[src/verilog/rsc_params.svh]
`ifndef RSC_PARAMS_SVH
`define RSC_PARAMS_SVH

// Register word indices; byte address is four times the index
`define RSC_IDX_CHAN 10'h109
`define RSC_IDX_OPTS 10'h11A
`define RSC_IDX_STAT 10'h120

// Operating options field positions
`define RSC_OPT_CAL 0
`define RSC_OPT_RX2TX 1
`define RSC_OPT_TX2RX 2
`define RSC_OPT_SPORT 3
`define RSC_OPT_IRQ_TX 4
`define RSC_OPT_IRQ_RX 5

// Status field positions
`define RSC_ST_READY 3
`define RSC_ST_RETAIN 4
`define RSC_ST_DEEP 5

// Reset values
`define RSC_RST_CHAN 24'h00_0000
`define RSC_RST_OPTS 8'h00

// Command codes
`define RSC_CMD_OFF 8'hB0
`define RSC_CMD_IDLE 8'hB1
`define RSC_CMD_RX 8'hB2
`define RSC_CMD_TX 8'hB5
`define RSC_CMD_SLEEP 8'hBA
`define RSC_CMD_HWRST 8'hC8
`define RSC_CMD_CONFIG 8'hBB

`endif

[src/verilog/rsc_pkg.sv]
package rsc_pkg;

	// Five visible radio states
	typedef enum logic [2:0] {
		radio_sleep_state,
		radio_off_state,
		radio_idle_state,
		radio_receive_state,
		radio_transmit_state
	} rsc_radio_t;

	// Internal sequencer steps, calibration phases included
	typedef enum logic [2:0] {
		seq_sleep,
		seq_off,
		seq_idle_cal,
		seq_idle,
		seq_rx_cal,
		seq_rx,
		seq_tx_cal,
		seq_tx
	} rsc_seq_t;

	// Whole state of the controller
	typedef struct packed {
		rsc_seq_t seq;
		logic deep2;
		logic retain_ok;
		logic por_pend;
		logic sclk_d;
		logic cs_d;
		logic [2:0] bit_cnt;
		logic [7:0] shreg;
		logic [23:0] chan;
		logic [7:0] opts;
		logic [23:0] synth_chan;
		logic [31:0] prdata;
		logic pslverr;
		logic irq_flag;
		logic synth_cal_start;
		logic filter_cal_start;
		logic config_apply;
		logic pram_clear;
		logic mcr_defaults;
		logic pkt_tx_start;
		logic tx_bit;
	} rsc_state_t;

endpackage : rsc_pkg

[src/verilog/rsc_sync.sv]
`timescale 1ns/1ps
`default_nettype none

module rsc_sync #(
	parameter int W = 1
) (
	input wire logic clk,
	input wire logic nrst,
	input wire logic [W-1:0] d,
	output logic [W-1:0] q
);

	typedef struct packed {
		logic [W-1:0] s1;
		logic [W-1:0] s2;
	} rsc_sync_t;

	rsc_sync_t cur_ff;
	rsc_sync_t nxt_sync;

	// First stage feeds only the second
	always_comb begin
		nxt_sync.s1 = d;
		nxt_sync.s2 = cur_ff.s1;
	end

	// Two flops against metastability
	always_ff @(posedge clk or negedge nrst) begin
		if (!nrst) begin
			cur_ff <= '0;
		end else begin
			cur_ff <= nxt_sync;
		end
	end

	assign q = cur_ff.s2;

endmodule : rsc_sync

`default_nettype wire

[src/verilog/rsc_top.sv]
// Contract
// [RQ1] Exactly five radio states exist
// [RQ2] One-byte SPI commands drive state changes
// [RQ3] Sleep command only from off or idle
// [RQ4] Wake on chip select low or timer
// [RQ5] Host programs wake timer before sleep
// [RQ6] Hard reset: deep sleep, no timer, retention lost
// [RQ7] Sleep: interrupt low, other pins floating
// [RQ8] Host loads retained config before leaving off
// [RQ9] Off to idle calibrates filter if enabled
// [RQ10] Idle: regulators on, accepts transmit/receive
// [RQ11] Transmit: synth calibrated, amplifier on, channel
// [RQ12] Packet transmit starts automatically on entry
// [RQ13] After send: amplifier off, idle, interrupt
// [RQ14] Raw serial transmit sends serial pin data
// [RQ15] Host ends raw serial transmit with idle
// [RQ16] Receive: synth calibrated, receive chain on
// [RQ17] Valid packet returns to idle, interrupt
// [RQ18] Raw serial receive stays until idle command
// [RQ19] Raw serial suppresses end-of-frame transitions
// [RQ20] Auto turnaround only when enabled
// [RQ21] Power-on: off, packet RAM cleared, defaults
// [RQ22] Host wakes, polls ready, loads config
// [RQ23] Hard reset wake registers power-on reset
// [RQ24] Go-off from idle drops RF regulators
// [RQ25] Chip select wake is no power-on reset
// [RQ26] Forbidden commands are ignored
//
// Chosen here: register access over APB.
`timescale 1ns/1ps
`default_nettype none
`include "rsc_params.svh"

module rsc_top (
	input wire logic clk,
	input wire logic nrst,
	// APB slave
	input wire logic psel,
	input wire logic penable,
	input wire logic pwrite,
	input wire logic [11:0] paddr,
	input wire logic [31:0] pwdata,
	output logic [31:0] prdata,
	output logic pready,
	output logic pslverr,
	// SPI link from host
	input wire logic spi_cs_n,
	input wire logic spi_sclk,
	input wire logic spi_mosi,
	output logic spi_miso_o,
	output logic spi_miso_oe,
	// Raw serial transmit pin and wake-up timer
	input wire logic serial_tx_data_pin,
	input wire logic wakeup_expired,
	output logic wakeup_timer_en,
	// Radio datapath handshakes, same clock
	input wire logic filter_cal_done,
	input wire logic synth_cal_done,
	input wire logic tx_packet_done,
	input wire logic rx_packet_valid,
	// Controls to the radio
	output rsc_pkg::rsc_radio_t radio_state,
	output logic cmd_ready,
	output logic rf_vco_reg_en,
	output logic synth_en,
	output logic [23:0] synth_chan,
	output logic synth_cal_start,
	output logic filter_cal_start,
	output logic pa_en,
	output logic rx_chain_en,
	output logic pkt_tx_start,
	output logic sport_tx_bit,
	output logic sport_sel,
	output logic config_apply,
	output logic pram_clear,
	output logic mcr_defaults,
	output logic retain_valid,
	// Pins that float or are held in sleep
	output logic irq_line_o,
	output logic irq_line_oe,
	output logic gp_oe
);

	import rsc_pkg::*;

	rsc_state_t cur_ff;
	rsc_state_t nxt_st;

	logic [4:0] sync_q;
	logic cs_n_s;
	logic sclk_s;
	logic mosi_s;
	logic sdata_s;
	logic wake_s;
	logic sclk_rise;
	logic cs_fall;
	logic byte_done;
	logic [7:0] cmd_byte;
	logic [9:0] reg_idx;
	logic busy;
	logic sport;

	// Link, serial data and wake pins pass two flops
	rsc_sync #(.W(5)) u_sync (.clk(clk), .nrst(nrst), .q(sync_q),
		.d({spi_cs_n, spi_sclk, spi_mosi, serial_tx_data_pin, wakeup_expired}));
	assign {cs_n_s, sclk_s, mosi_s, sdata_s, wake_s} = sync_q;

	// SPI mode 0: bits taken on sampled rising clock, MSB first
	assign sclk_rise = sclk_s & ~cur_ff.sclk_d;
	// Wake needs a falling select; the select that carried the sleep byte is still low
	assign cs_fall = cur_ff.cs_d & ~cs_n_s;
	assign byte_done = sclk_rise & ~cs_n_s & (cur_ff.bit_cnt == 3'd7); // [RQ2]
	assign cmd_byte = {cur_ff.shreg[6:0], mosi_s};
	assign reg_idx = paddr[11:2];
	assign sport = cur_ff.opts[`RSC_OPT_SPORT];

	// Calibration steps and pending init hold off new commands
	assign busy = cur_ff.por_pend | (cur_ff.seq == seq_idle_cal) | (cur_ff.seq == seq_rx_cal)
		| (cur_ff.seq == seq_tx_cal) | (cur_ff.seq == seq_sleep);

	always_comb begin
		logic cmd_ok;
		logic want_rx;
		logic want_tx;
		logic want_idle;
		cmd_ok = byte_done & ~busy;
		want_rx = 1'b0;
		want_tx = 1'b0;
		want_idle = 1'b0;
		nxt_st = cur_ff;

		// Pulses last one cycle
		{nxt_st.synth_cal_start, nxt_st.filter_cal_start, nxt_st.config_apply, nxt_st.pram_clear,
			nxt_st.mcr_defaults, nxt_st.pkt_tx_start} = 6'h00;
		nxt_st.tx_bit = sdata_s; // [RQ14]

		// Byte assembly; chip select high restarts the count
		nxt_st.sclk_d = sclk_s;
		nxt_st.cs_d = cs_n_s;
		if (cs_n_s) begin
			nxt_st.bit_cnt = 3'd0;
		end else if (sclk_rise) begin
			nxt_st.bit_cnt = cur_ff.bit_cnt + 3'd1;
			nxt_st.shreg = cmd_byte;
		end

		// Power-on actions run once after reset or deep wake
		if (cur_ff.por_pend) begin
			nxt_st.pram_clear = 1'b1; // [RQ21]
			nxt_st.mcr_defaults = 1'b1; // [RQ21]
			nxt_st.por_pend = 1'b0;
		end

		// Any new command byte acknowledges the interrupt
		if (byte_done) begin
			nxt_st.irq_flag = 1'b0;
		end

		// APB setup phase prepares read data for the access phase
		if (psel && !penable) begin
			nxt_st.pslverr = 1'b0;
			nxt_st.prdata = 32'h0000_0000;
			case (reg_idx)
				`RSC_IDX_CHAN: nxt_st.prdata = {8'h00, cur_ff.chan};
				`RSC_IDX_OPTS: nxt_st.prdata = {24'h00_0000, cur_ff.opts};
				`RSC_IDX_STAT: begin
					nxt_st.prdata[2:0] = radio_state;
					nxt_st.prdata[`RSC_ST_READY] = cmd_ready;
					nxt_st.prdata[`RSC_ST_RETAIN] = cur_ff.retain_ok;
					nxt_st.prdata[`RSC_ST_DEEP] = cur_ff.deep2;
				end
				default: nxt_st.pslverr = 1'b1;
			endcase
		end

		// Writes land at the access edge
		if (psel && penable && pwrite) begin
			if (reg_idx == `RSC_IDX_CHAN) begin
				nxt_st.chan = pwdata[23:0];
			end
			if (reg_idx == `RSC_IDX_OPTS) begin
				nxt_st.opts = pwdata[7:0];
			end
		end

		// Radio state sequencing
		case (cur_ff.seq)
			seq_sleep: begin
				if (cs_fall) begin
					nxt_st.seq = seq_off; // [RQ4]
					if (cur_ff.deep2) begin
						nxt_st.por_pend = 1'b1; // [RQ23]
						nxt_st.deep2 = 1'b0;
					end // [RQ25]
				end else if (wake_s && !cur_ff.deep2) begin
					nxt_st.seq = seq_off; // [RQ4]
				end
			end
			seq_off: begin
				if (cmd_ok) begin
					case (cmd_byte)
						`RSC_CMD_IDLE: begin
							if (cur_ff.opts[`RSC_OPT_CAL]) begin
								nxt_st.seq = seq_idle_cal; // [RQ9]
								nxt_st.filter_cal_start = 1'b1;
							end else begin
								nxt_st.seq = seq_idle;
							end
						end
						`RSC_CMD_SLEEP: nxt_st.seq = seq_sleep; // [RQ3]
						`RSC_CMD_CONFIG: begin
							nxt_st.config_apply = 1'b1;
							nxt_st.retain_ok = 1'b1;
						end
						default: ; // [RQ26]
					endcase
				end
			end
			seq_idle_cal: begin
				if (filter_cal_done) begin
					nxt_st.seq = seq_idle; // [RQ9]
				end
			end
			seq_idle: begin
				if (cmd_ok) begin
					case (cmd_byte)
						`RSC_CMD_OFF: nxt_st.seq = seq_off; // [RQ24]
						`RSC_CMD_SLEEP: nxt_st.seq = seq_sleep; // [RQ3]
						`RSC_CMD_RX: want_rx = 1'b1; // [RQ10]
						`RSC_CMD_TX: want_tx = 1'b1; // [RQ10]
						`RSC_CMD_CONFIG: begin
							nxt_st.config_apply = 1'b1;
							nxt_st.retain_ok = 1'b1;
						end
						default: ; // [RQ26]
					endcase
				end
			end
			seq_rx_cal: begin
				if (synth_cal_done) begin
					nxt_st.seq = seq_rx; // [RQ16]
				end
			end
			seq_tx_cal: begin
				if (synth_cal_done) begin
					nxt_st.seq = seq_tx; // [RQ11]
					nxt_st.pkt_tx_start = ~sport; // [RQ12]
				end
			end
			seq_rx: begin
				if (cmd_ok) begin
					case (cmd_byte)
						`RSC_CMD_IDLE: want_idle = 1'b1; // [RQ18]
						`RSC_CMD_RX: want_rx = 1'b1;
						`RSC_CMD_TX: want_tx = 1'b1;
						default: ; // [RQ26]
					endcase
				end else if (rx_packet_valid && !sport) begin // [RQ19]
					nxt_st.irq_flag = nxt_st.irq_flag | cur_ff.opts[`RSC_OPT_IRQ_RX]; // [RQ17]
					if (cur_ff.opts[`RSC_OPT_RX2TX]) begin
						want_tx = 1'b1; // [RQ20]
					end else begin
						want_idle = 1'b1; // [RQ17]
					end
				end
			end
			seq_tx: begin
				if (cmd_ok) begin
					case (cmd_byte)
						`RSC_CMD_IDLE: want_idle = 1'b1; // [RQ15]
						`RSC_CMD_RX: want_rx = 1'b1;
						`RSC_CMD_TX: want_tx = 1'b1;
						default: ; // [RQ26]
					endcase
				end else if (tx_packet_done && !sport) begin // [RQ19]
					nxt_st.irq_flag = nxt_st.irq_flag | cur_ff.opts[`RSC_OPT_IRQ_TX]; // [RQ13]
					if (cur_ff.opts[`RSC_OPT_TX2RX]) begin
						want_rx = 1'b1; // [RQ20]
					end else begin
						want_idle = 1'b1; // [RQ13]
					end
				end
			end
			default: nxt_st.seq = seq_off;
		endcase

		// Shared entry actions; channel is frozen at calibration
		if (want_idle) begin
			nxt_st.seq = seq_idle;
		end
		if (want_rx) begin
			nxt_st.seq = seq_rx_cal; // [RQ16]
			nxt_st.synth_cal_start = 1'b1;
			nxt_st.synth_chan = cur_ff.chan;
		end
		if (want_tx) begin
			nxt_st.seq = seq_tx_cal; // [RQ11]
			nxt_st.synth_cal_start = 1'b1;
			nxt_st.synth_chan = cur_ff.chan; // [RQ11]
		end

		// Hard reset overrides everything, from any awake state not calibrating or running power-on init
		if (cmd_ok && cmd_byte == `RSC_CMD_HWRST) begin
			nxt_st.seq = seq_sleep; // [RQ6]
			nxt_st.deep2 = 1'b1; // [RQ6]
			nxt_st.retain_ok = 1'b0; // [RQ6]
		end
	end

	// Single state register; reset is the power-on event
	always_ff @(posedge clk or negedge nrst) begin
		if (!nrst) begin
			cur_ff <= '0;
			cur_ff.seq <= seq_off; // [RQ21]
			cur_ff.por_pend <= 1'b1; // [RQ21]
			cur_ff.chan <= `RSC_RST_CHAN;
			cur_ff.opts <= `RSC_RST_OPTS;
		end else begin
			cur_ff <= nxt_st;
		end
	end

	// Visible state folds calibration steps into their target
	always_comb begin
		case (cur_ff.seq)
			seq_sleep: radio_state = radio_sleep_state; // [RQ1]
			seq_off: radio_state = radio_off_state;
			seq_idle_cal, seq_idle: radio_state = radio_idle_state;
			seq_rx_cal, seq_rx: radio_state = radio_receive_state;
			seq_tx_cal, seq_tx: radio_state = radio_transmit_state;
			default: radio_state = radio_off_state;
		endcase
	end

	// Zero wait state APB
	assign pready = 1'b1;
	assign {prdata, pslverr} = {cur_ff.prdata, cur_ff.pslverr};

	// MISO high tells the host the device is awake and ready
	assign cmd_ready = ~busy;
	assign spi_miso_o = cmd_ready; // [RQ22]
	assign spi_miso_oe = ~cs_n_s & (cur_ff.seq != seq_sleep);

	// Power and block enables per state
	assign rf_vco_reg_en = (cur_ff.seq != seq_sleep) & (cur_ff.seq != seq_off); // [RQ10]
	assign synth_en = (radio_state == radio_receive_state) | (radio_state == radio_transmit_state);
	assign pa_en = (cur_ff.seq == seq_tx); // [RQ13]
	assign rx_chain_en = (radio_state == radio_receive_state); // [RQ16]
	assign synth_chan = cur_ff.synth_chan;
	assign {synth_cal_start, filter_cal_start, pkt_tx_start} =
		{cur_ff.synth_cal_start, cur_ff.filter_cal_start, cur_ff.pkt_tx_start};
	assign sport_sel = sport; // [RQ14]
	assign sport_tx_bit = cur_ff.tx_bit;
	assign {config_apply, pram_clear, mcr_defaults} =
		{cur_ff.config_apply, cur_ff.pram_clear, cur_ff.mcr_defaults};
	assign retain_valid = cur_ff.retain_ok;

	// Deep sleep keeps the wake timer off
	assign wakeup_timer_en = (cur_ff.seq == seq_sleep) & ~cur_ff.deep2; // [RQ6]

	// Sleep drives the interrupt low and floats the rest
	assign irq_line_o = (cur_ff.seq != seq_sleep) & cur_ff.irq_flag; // [RQ7]
	assign irq_line_oe = 1'b1;
	assign gp_oe = (cur_ff.seq != seq_sleep); // [RQ7]

endmodule : rsc_top

`default_nettype wire

[config.mk]
export PLATFORM = sky130hd
export DESIGN_NAME = rsc_top
export DESIGN_NICKNAME = d
export VERILOG_FILES = /design/src/verilog/rsc_pkg.sv /design/src/verilog/rsc_sync.sv /design/src/verilog/rsc_top.sv
export VERILOG_INCLUDE_DIRS = /design/src /design/src/verilog
export SDC_FILE = /design/constraint.sdc
export NUM_CORES = 1
export LEC_CHECK = 0
export BUFFER_PORTS_ARGS = -buffer_cell sky130_fd_sc_hd__buf_2
export CORE_MARGIN = 5
export CORE_UTILIZATION = 47
export CTS_CLUSTER_SIZE = 10
export DETAILED_ROUTE_END_ITERATION = 7
export PLACE_DENSITY = 0.75
export SYNTH_ARGS = -nofsm -noshare
export SYNTH_HDL_FRONTEND = slang
export SYNTH_HIERARCHICAL = 1
export SYNTH_SLANG_ARGS = --single-unit
[constraint.sdc]
create_clock -name clk -period 1.8 [get_ports clk]
set_input_delay 0.18 -clock clk [delete_from_list [all_inputs] [get_ports clk]]
set_output_delay 0.18 -clock clk [all_outputs]
set_load 0.02 [all_outputs]
==> results of run 1 <==
## sequential cells by signal, summed over array words and instances, names as in the netlist
name / cells
filter_cal_start: 1
config_apply: 1
sport_sel: 1
mcr_defaults: 1
prdata: 24
cmd_byte: 7
pkt_tx_start: 1
synth_chan: 24
synth_cal_start: 1
retain_valid: 1
u_sync/q: 5
sport_tx_bit: 1
cur_ff: 42
pslverr: 1
u_sync/cur_ff: 5
## metal layers
layer,vias up,part of all wire (%)
met5,-,0
met4,0,2.5
met3,29,6.8
met2,132,52
met1,1930,39
li1,1745,-
## power by group through the flow
stage	Clock, mW	Combinational, mW	Sequential, mW
2_1_floorplan	0	0.572	2.82
3_3_place_gp	0	0.944	2.81
3_5_place_dp	0	0.972	2.81
4_1_cts	3.40	1.15	2.77
5_1_grt	3.53	1.38	2.78
6_report	3.36	1.30	2.78
## worst max-delay path, stage by stage (launching register included)
cell	delay [ns]
dfstp_2	0.58
and2b_2	0.20
nand3_4	0.12
mux2i_1	0.18
o21ai_4	0.23
buf_12	0.20
mux2_2	0.35
## cell type report
class	instances	area [um2]
fillers	889	4370
flip-flops and latches	116	2910
multi-input cells	257	2000
repair buffers	181	1220
clock buffers	23	458
well taps	143	179
clock inverters	9	129
inverters	2	7.51
diodes	1	2.50
## repair_timing
item                                    CTS  global route
setup buffers                             5             7
gates cloned                              0             0
endpoints found under the hold margin    47             0
gates resized for setup                  22            26
pin swaps                                 3             1
hold buffers                             10             0
endpoints found under the setup margin   33            35
## placed cells by master, fill, tap and decap left out, types with 4 or more instances in the layout
cell,count
nor2_1,19
nor2b_1,5
buf_12,5
mux2_2,56
clkbuf_16,17
nand2b_1,5
a222oi_1,6
dfrtp_1,113
buf_2,109
buf_6,13
clkbuf_1,5
buf_4,44
and3_1,6
conb_1,10
o21ai_0,9
nand3_1,20
mux2_4,6
nor2_2,4
nand2_1,49
dlygate4sd3_1,10
## metrics by stage
step	instance area (um2)	setup TNS (ns)
finish	6900	-4.23
global route	6900	-6.34
CTS	6750	-3.28
detailed placement	5920	-5.52
global placement	5920	-3.95
floorplan	5390	-2.69
## worst max path at each step
stage                                end  slack (ns)
after floorplan                 synth_en       -0.16
after global placement       cur_ff[114]       -0.16
after detailed placement     cur_ff[114]       -0.22
after CTS                    cur_ff[114]       -0.16
after global routing       synth_chan[4]       -0.25
final                     synth_chan[11]       -0.18
## Yosys cell counts, drive strengths merged (2+ instances only)
cell    number
dfrtp      114
buf         78
mux2        62
nand2       49
nor2        25
nand3       22
o21ai       12
clkbuf       8
nor2b        8
a222oi       6
and3         6
nand2b       6
mux2i        5
nor3         4
nor4         4
and3b        3
and4         3
ha           3
nor3b        3
a221oi       2
a31o         2
conb         2
dfstp        2
inv          2
nand3b       2
o311a        2
o31ai        2
## kinds of logic after synthesis
family,share of synthesized area (%)
AO/OA/AOI/OAI,4.99
XOR/XNOR,0.164
adder cells (fa/ha/maj),0.702
buffers and inverters,11.7
flip-flops,54.3
multiplexers,14.4
other,0.140
AND/OR/NAND/NOR,13.5
==> flow_summary.yaml, run 1 <==
run_status:
  status: "complete, but fails checks"
  violations: "setup timing"
worst_setup_path:
  cp.required_ns: 2.09
  start_kind: "register"
  reg2reg_to: "synth_chan[11]"
  ff2ff_setup_slack_ns: -0.18
  worstPathMaxFanout: 16
  startpoint: "cur_ff[113]"
  crit_type: "reg -> reg"
  end_kind: "register"
  timing.rr.start: "cur_ff[113]"
  reg2reg_depth: 6
  cp_data_arrival_time_ns: 2.27
power_and_ir_drop:
  swShare_pct: 25.5
  power_density_nw_per_um2: 1080
  power.share.sequential_pct: 37.4
  p_switching_mw: 1.90
  p_leak_nw: 3.59
  p_clk_share_pct: 45.2
  p_int_mw: 5.54
  p_comb_share_pct: 17.5
  vdd.ir_drop.worst_uv: 610
  p_total_mw: 7.44
hold_path:
  hold_path_class: "in -> reg"
  hold-path-cell-count: 2
  worstHoldStart: "pwdata[19]"
  whs_endpoint: "cur_ff[92]"
timing:
  rsz0062_at_grt: "true"
  worst_slew_pin_slew_ns: 0.598
  fin_ws_ns: -0.181
  relSlewSlack_pct: 60.1
  setup_viol: 29
  fin_crit_sh_pct: 110
  fin_skew_ns: 0.00924
  hold_slack_ns: 0.00732
  fmax_mhz: 505
  finalHoldViolCount: 0
  period_needed_ns: 1.98
  slew_viol_final: 0
logic_synthesis:
  ys_types: 53
  avgSynthCellArea_um2: 11.8
  seq_area_frac_synth_pct: 54.3
  synth_seq_cells: 116
  synth_top_area_share_pct: 53.4
  synth-edff-count: 0
  synthesis.area_um2: 5350
  syn_inst: 453
  synth_ff_type: "dfrtp_1"
  yosysTopAreaCell: "dfrtp_1"
  synth_warnings: 6
  synth.area.top_cells: "dfrtp_1 53%, mux2_2 12%, buf_4 9.7%"
  async_flop_share_pct: 100
cts:
  cts_made_buffers: 17
  cts.sinks: 116
  cts_max_level: 4
  clk_latency_ns: 0.41
  cts_root_buf: "clkbuf_16"
  clkTransAtPathRegs_ns: 0.05
  ctsLongestPathBuffers: 2
  cts_tree: "done"
grt:
  grtUsageMet1_pct: 24.6
  grt_pass1_wl_um: 20300
  grt_max_degree: 44
  grt_util_met2_pct: 33.2
  gr-usage-met3_pct: 5.03
  track_usage_pct: 19.5
  grt.overflow.total: 0
  grt.busiest_layer: "met2"
  antenna_found_initial: 1
  grt_pass1_vias: 3975
route:
  vias: 3836
  wirelength_um: 13300
  vias_per_cell: 5.24
  dr.pass1.iters: 7
  dr.first_iter.drc_count: 153
  drc: 0
  wl_per_cell_um: 18.2
  ant_nets: 0
floorplanning:
  die_w_um: 117
  row_count: 39
  die_h_um: 117
  die-area_um2: 13600
  ios: 139
  start_util_pct: 47.4
  core_um2: 11300
finish:
  final_cells: 732
  drive_above_1_share_pct: 50.3
  area_growth_pct: 29.1
  finalCoreUtilization_pct: 61.2
  nets: 636
placement:
  port_buffers: 118
  dp_cells: 677
  finalWeightedCongestion: 0.797
  dp_hpwl_um: 8940
  dp_slack_ns: -0.225
run:
  drv_cap: 0
(Power assumes the default switching activity.)
==> run 2: changes to the inputs <==
- CORE_UTILIZATION: 47 -> 45
- PLACE_DENSITY: 0.75 -> 0.72
==> flow_summary.yaml, run 2 (synthesized netlist as in run 1, its figures left out) <==
cts:
  cts_root_buf: "clkbuf_16"
  cts_made_buffers: 17
  cts_tree: "done"
  clk_latency_ns: 0.40
  ctsLongestPathBuffers: 2
  cts.sinks: 116
  clkTransAtPathRegs_ns: 0.05
  cts_max_level: 4
timing:
  fin_ws_ns: -0.244
  fmax_mhz: 489
  period_needed_ns: 2.04
  fin_skew_ns: 0.00779
  relSlewSlack_pct: 54.6
  worst_slew_pin_slew_ns: 0.676
  slew_viol_final: 0
  rsz0062_at_grt: "true"
  fin_crit_sh_pct: 114
  setup_viol: 29
  finalHoldViolCount: 0
route:
  vias_per_cell: 5.15
  highest_layer: "met5"
  wl_met3_um: 854
  wl_met2_um: 6280
  dr.pass1.iters: 5
  wirelength_um: 12700
  dr.first_iter.drc_count: 223
  vias: 3792
  ant_nets: 0
  wl_met1_um: 5210
  drc: 0
  wl_per_cell_um: 17.2
run_status:
  violations: "setup timing"
  status: "complete, but fails checks"
grt:
  grt_pass1_vias: 4010
  grt_pass1_wl_um: 20600
  antenna_found_initial: 2
  grt.overflow.total: 0
  track_usage_pct: 18.3
  grt_max_degree: 52
worst_setup_path:
  worstPathMaxFanout: 19
  cp_data_arrival_time_ns: 2.33
  crit_path_top_delay_cell: "dfstp_2"
  start_kind: "register"
  cp.required_ns: 2.09
  crit_chain: "buf_6 > nand3b_1 > nor2_1 > mux2i_2 > o21ai_4 > buf_12 > mux2_2"
  startpoint: "cur_ff[113]"
  timing.rr.start: "cur_ff[113]"
  end_kind: "register"
  crit_path_max_incr_delay_ns: 0.58
  crit_type: "reg -> reg"
finish:
  largest-register: "cur_ff"
  nets: 641
  drive_above_1_share_pct: 49.9
  final_common_cell: "dfrtp_1"
  finalCoreUtilization_pct: 60.6
  mostFrequentLayoutCells: "113 x dfrtp_1, 111 x buf_2, 48 x nand2_1"
  largest_reg_flops: 42
  area_growth_pct: 30.6
placement:
  finalWeightedCongestion: 0.863
  dp_slack_ns: -0.193
  port_buffers: 118
  dp_hpwl_um: 8920
floorplanning:
  start_util_pct: 46.4
  core_um2: 11500
  row_count: 39
  ios: 139
  die_w_um: 119
  die_h_um: 119
  die-area_um2: 14200
power_and_ir_drop:
  swShare_pct: 24.7
  p_leak_nw: 3.61
  p_clk_share_pct: 46.8
  power_density_nw_per_um2: 1090
  p_switching_mw: 1.87
  p_int_mw: 5.70
  vdd.ir_drop.worst_uv: 502
  power.share.sequential_pct: 36.6
  p_comb_share_pct: 16.5
hold_path:
  hold_path_class: "in -> reg"
  worstHoldStart: "pwdata[11]"
run:
  drv_cap: 0
==> run 2: final cells by class <==
cell class	instances	area [um2]
fillers	940	4540
flip-flops and latches	116	2910
multi-input cells	257	1990
repair buffers	186	1250
clock buffers	20	457
clock inverters	12	179
well taps	143	179
inverters	2	12.5
diodes	1	2.50
==> run 2: through the flow <==
| step | total power [mW] | std cells | TNS (ns) | instance area, um2 | hold WS (ns) |
|---|---|---|---|---|---|
| 3_3_place_gp | 3.78 | 680 | -3.74 | 5930 | 0.103 |
| 2_1_floorplan | 3.39 | 461 | -2.69 | 5390 | -0.116 |
| 5_1_grt | 7.87 | 737 | -7.54 | 6980 | 0.00546 |
| 6_report | 7.58 | 737 | -5.46 | 6980 | 0.0127 |
| 3_5_place_dp | 3.81 | 680 | -5.09 | 5930 | 0.109 |
| 4_1_cts | 7.59 | 732 | -3.85 | 6880 | 0.00175 |
==> run 2: path summary, 6_finish.rpt <==
check | endpoint | slack [ns] | depth (start not counted)
setup reg to reg | synth_chan[15] | -0.24 | 7
max in group asynchronous | cur_ff[110] | 0.97 | 3
min in group asynchronous | cur_ff[109] | 0.23 | 2
setup / recovery | synth_chan[15] | -0.24 | 7
hold reg to reg | u_sync/q[2] | 0.35 | 0
hold / removal | cur_ff[84] | 0.01 | 2
==> run 2: layer usage <==
layer	vias up	GRT usage [%]
li1	1756	-
met1	1873	21.7
met2	138	29.8
met3	23	6.26
met4	2	8.83
met5	-	0
==> run 2: power by group through the flow <==
stage	Clock, mW	Combinational (mW)	Sequential, mW
after floorplan	0	0.572	2.82
after global placement	0	0.973	2.81
after CTS	3.62	1.20	2.77
after global routing	3.73	1.35	2.79
final	3.55	1.25	2.78
after detailed placement	0	0.992	2.81
==> run 2: worst max-delay path: cells and delay by family, from the launching register on <==
kind,cells,cell delay (ns)
multiplexers,2,0.47
flip-flops,1,0.58
buffers and inverters,2,0.33
AO/OA/AOI/OAI,1,0.22
AND/OR/NAND/NOR,2,0.31
==> run 2: repair_timing <==
action                                  CTS  global route
gates resized for setup                  36            20
pin swaps                                 3             2
buffers inserted                          8             3
endpoints found under the setup margin   34            33
cloned                                    1             0
endpoints found under the hold margin    31             1
hold buffers                             11             1
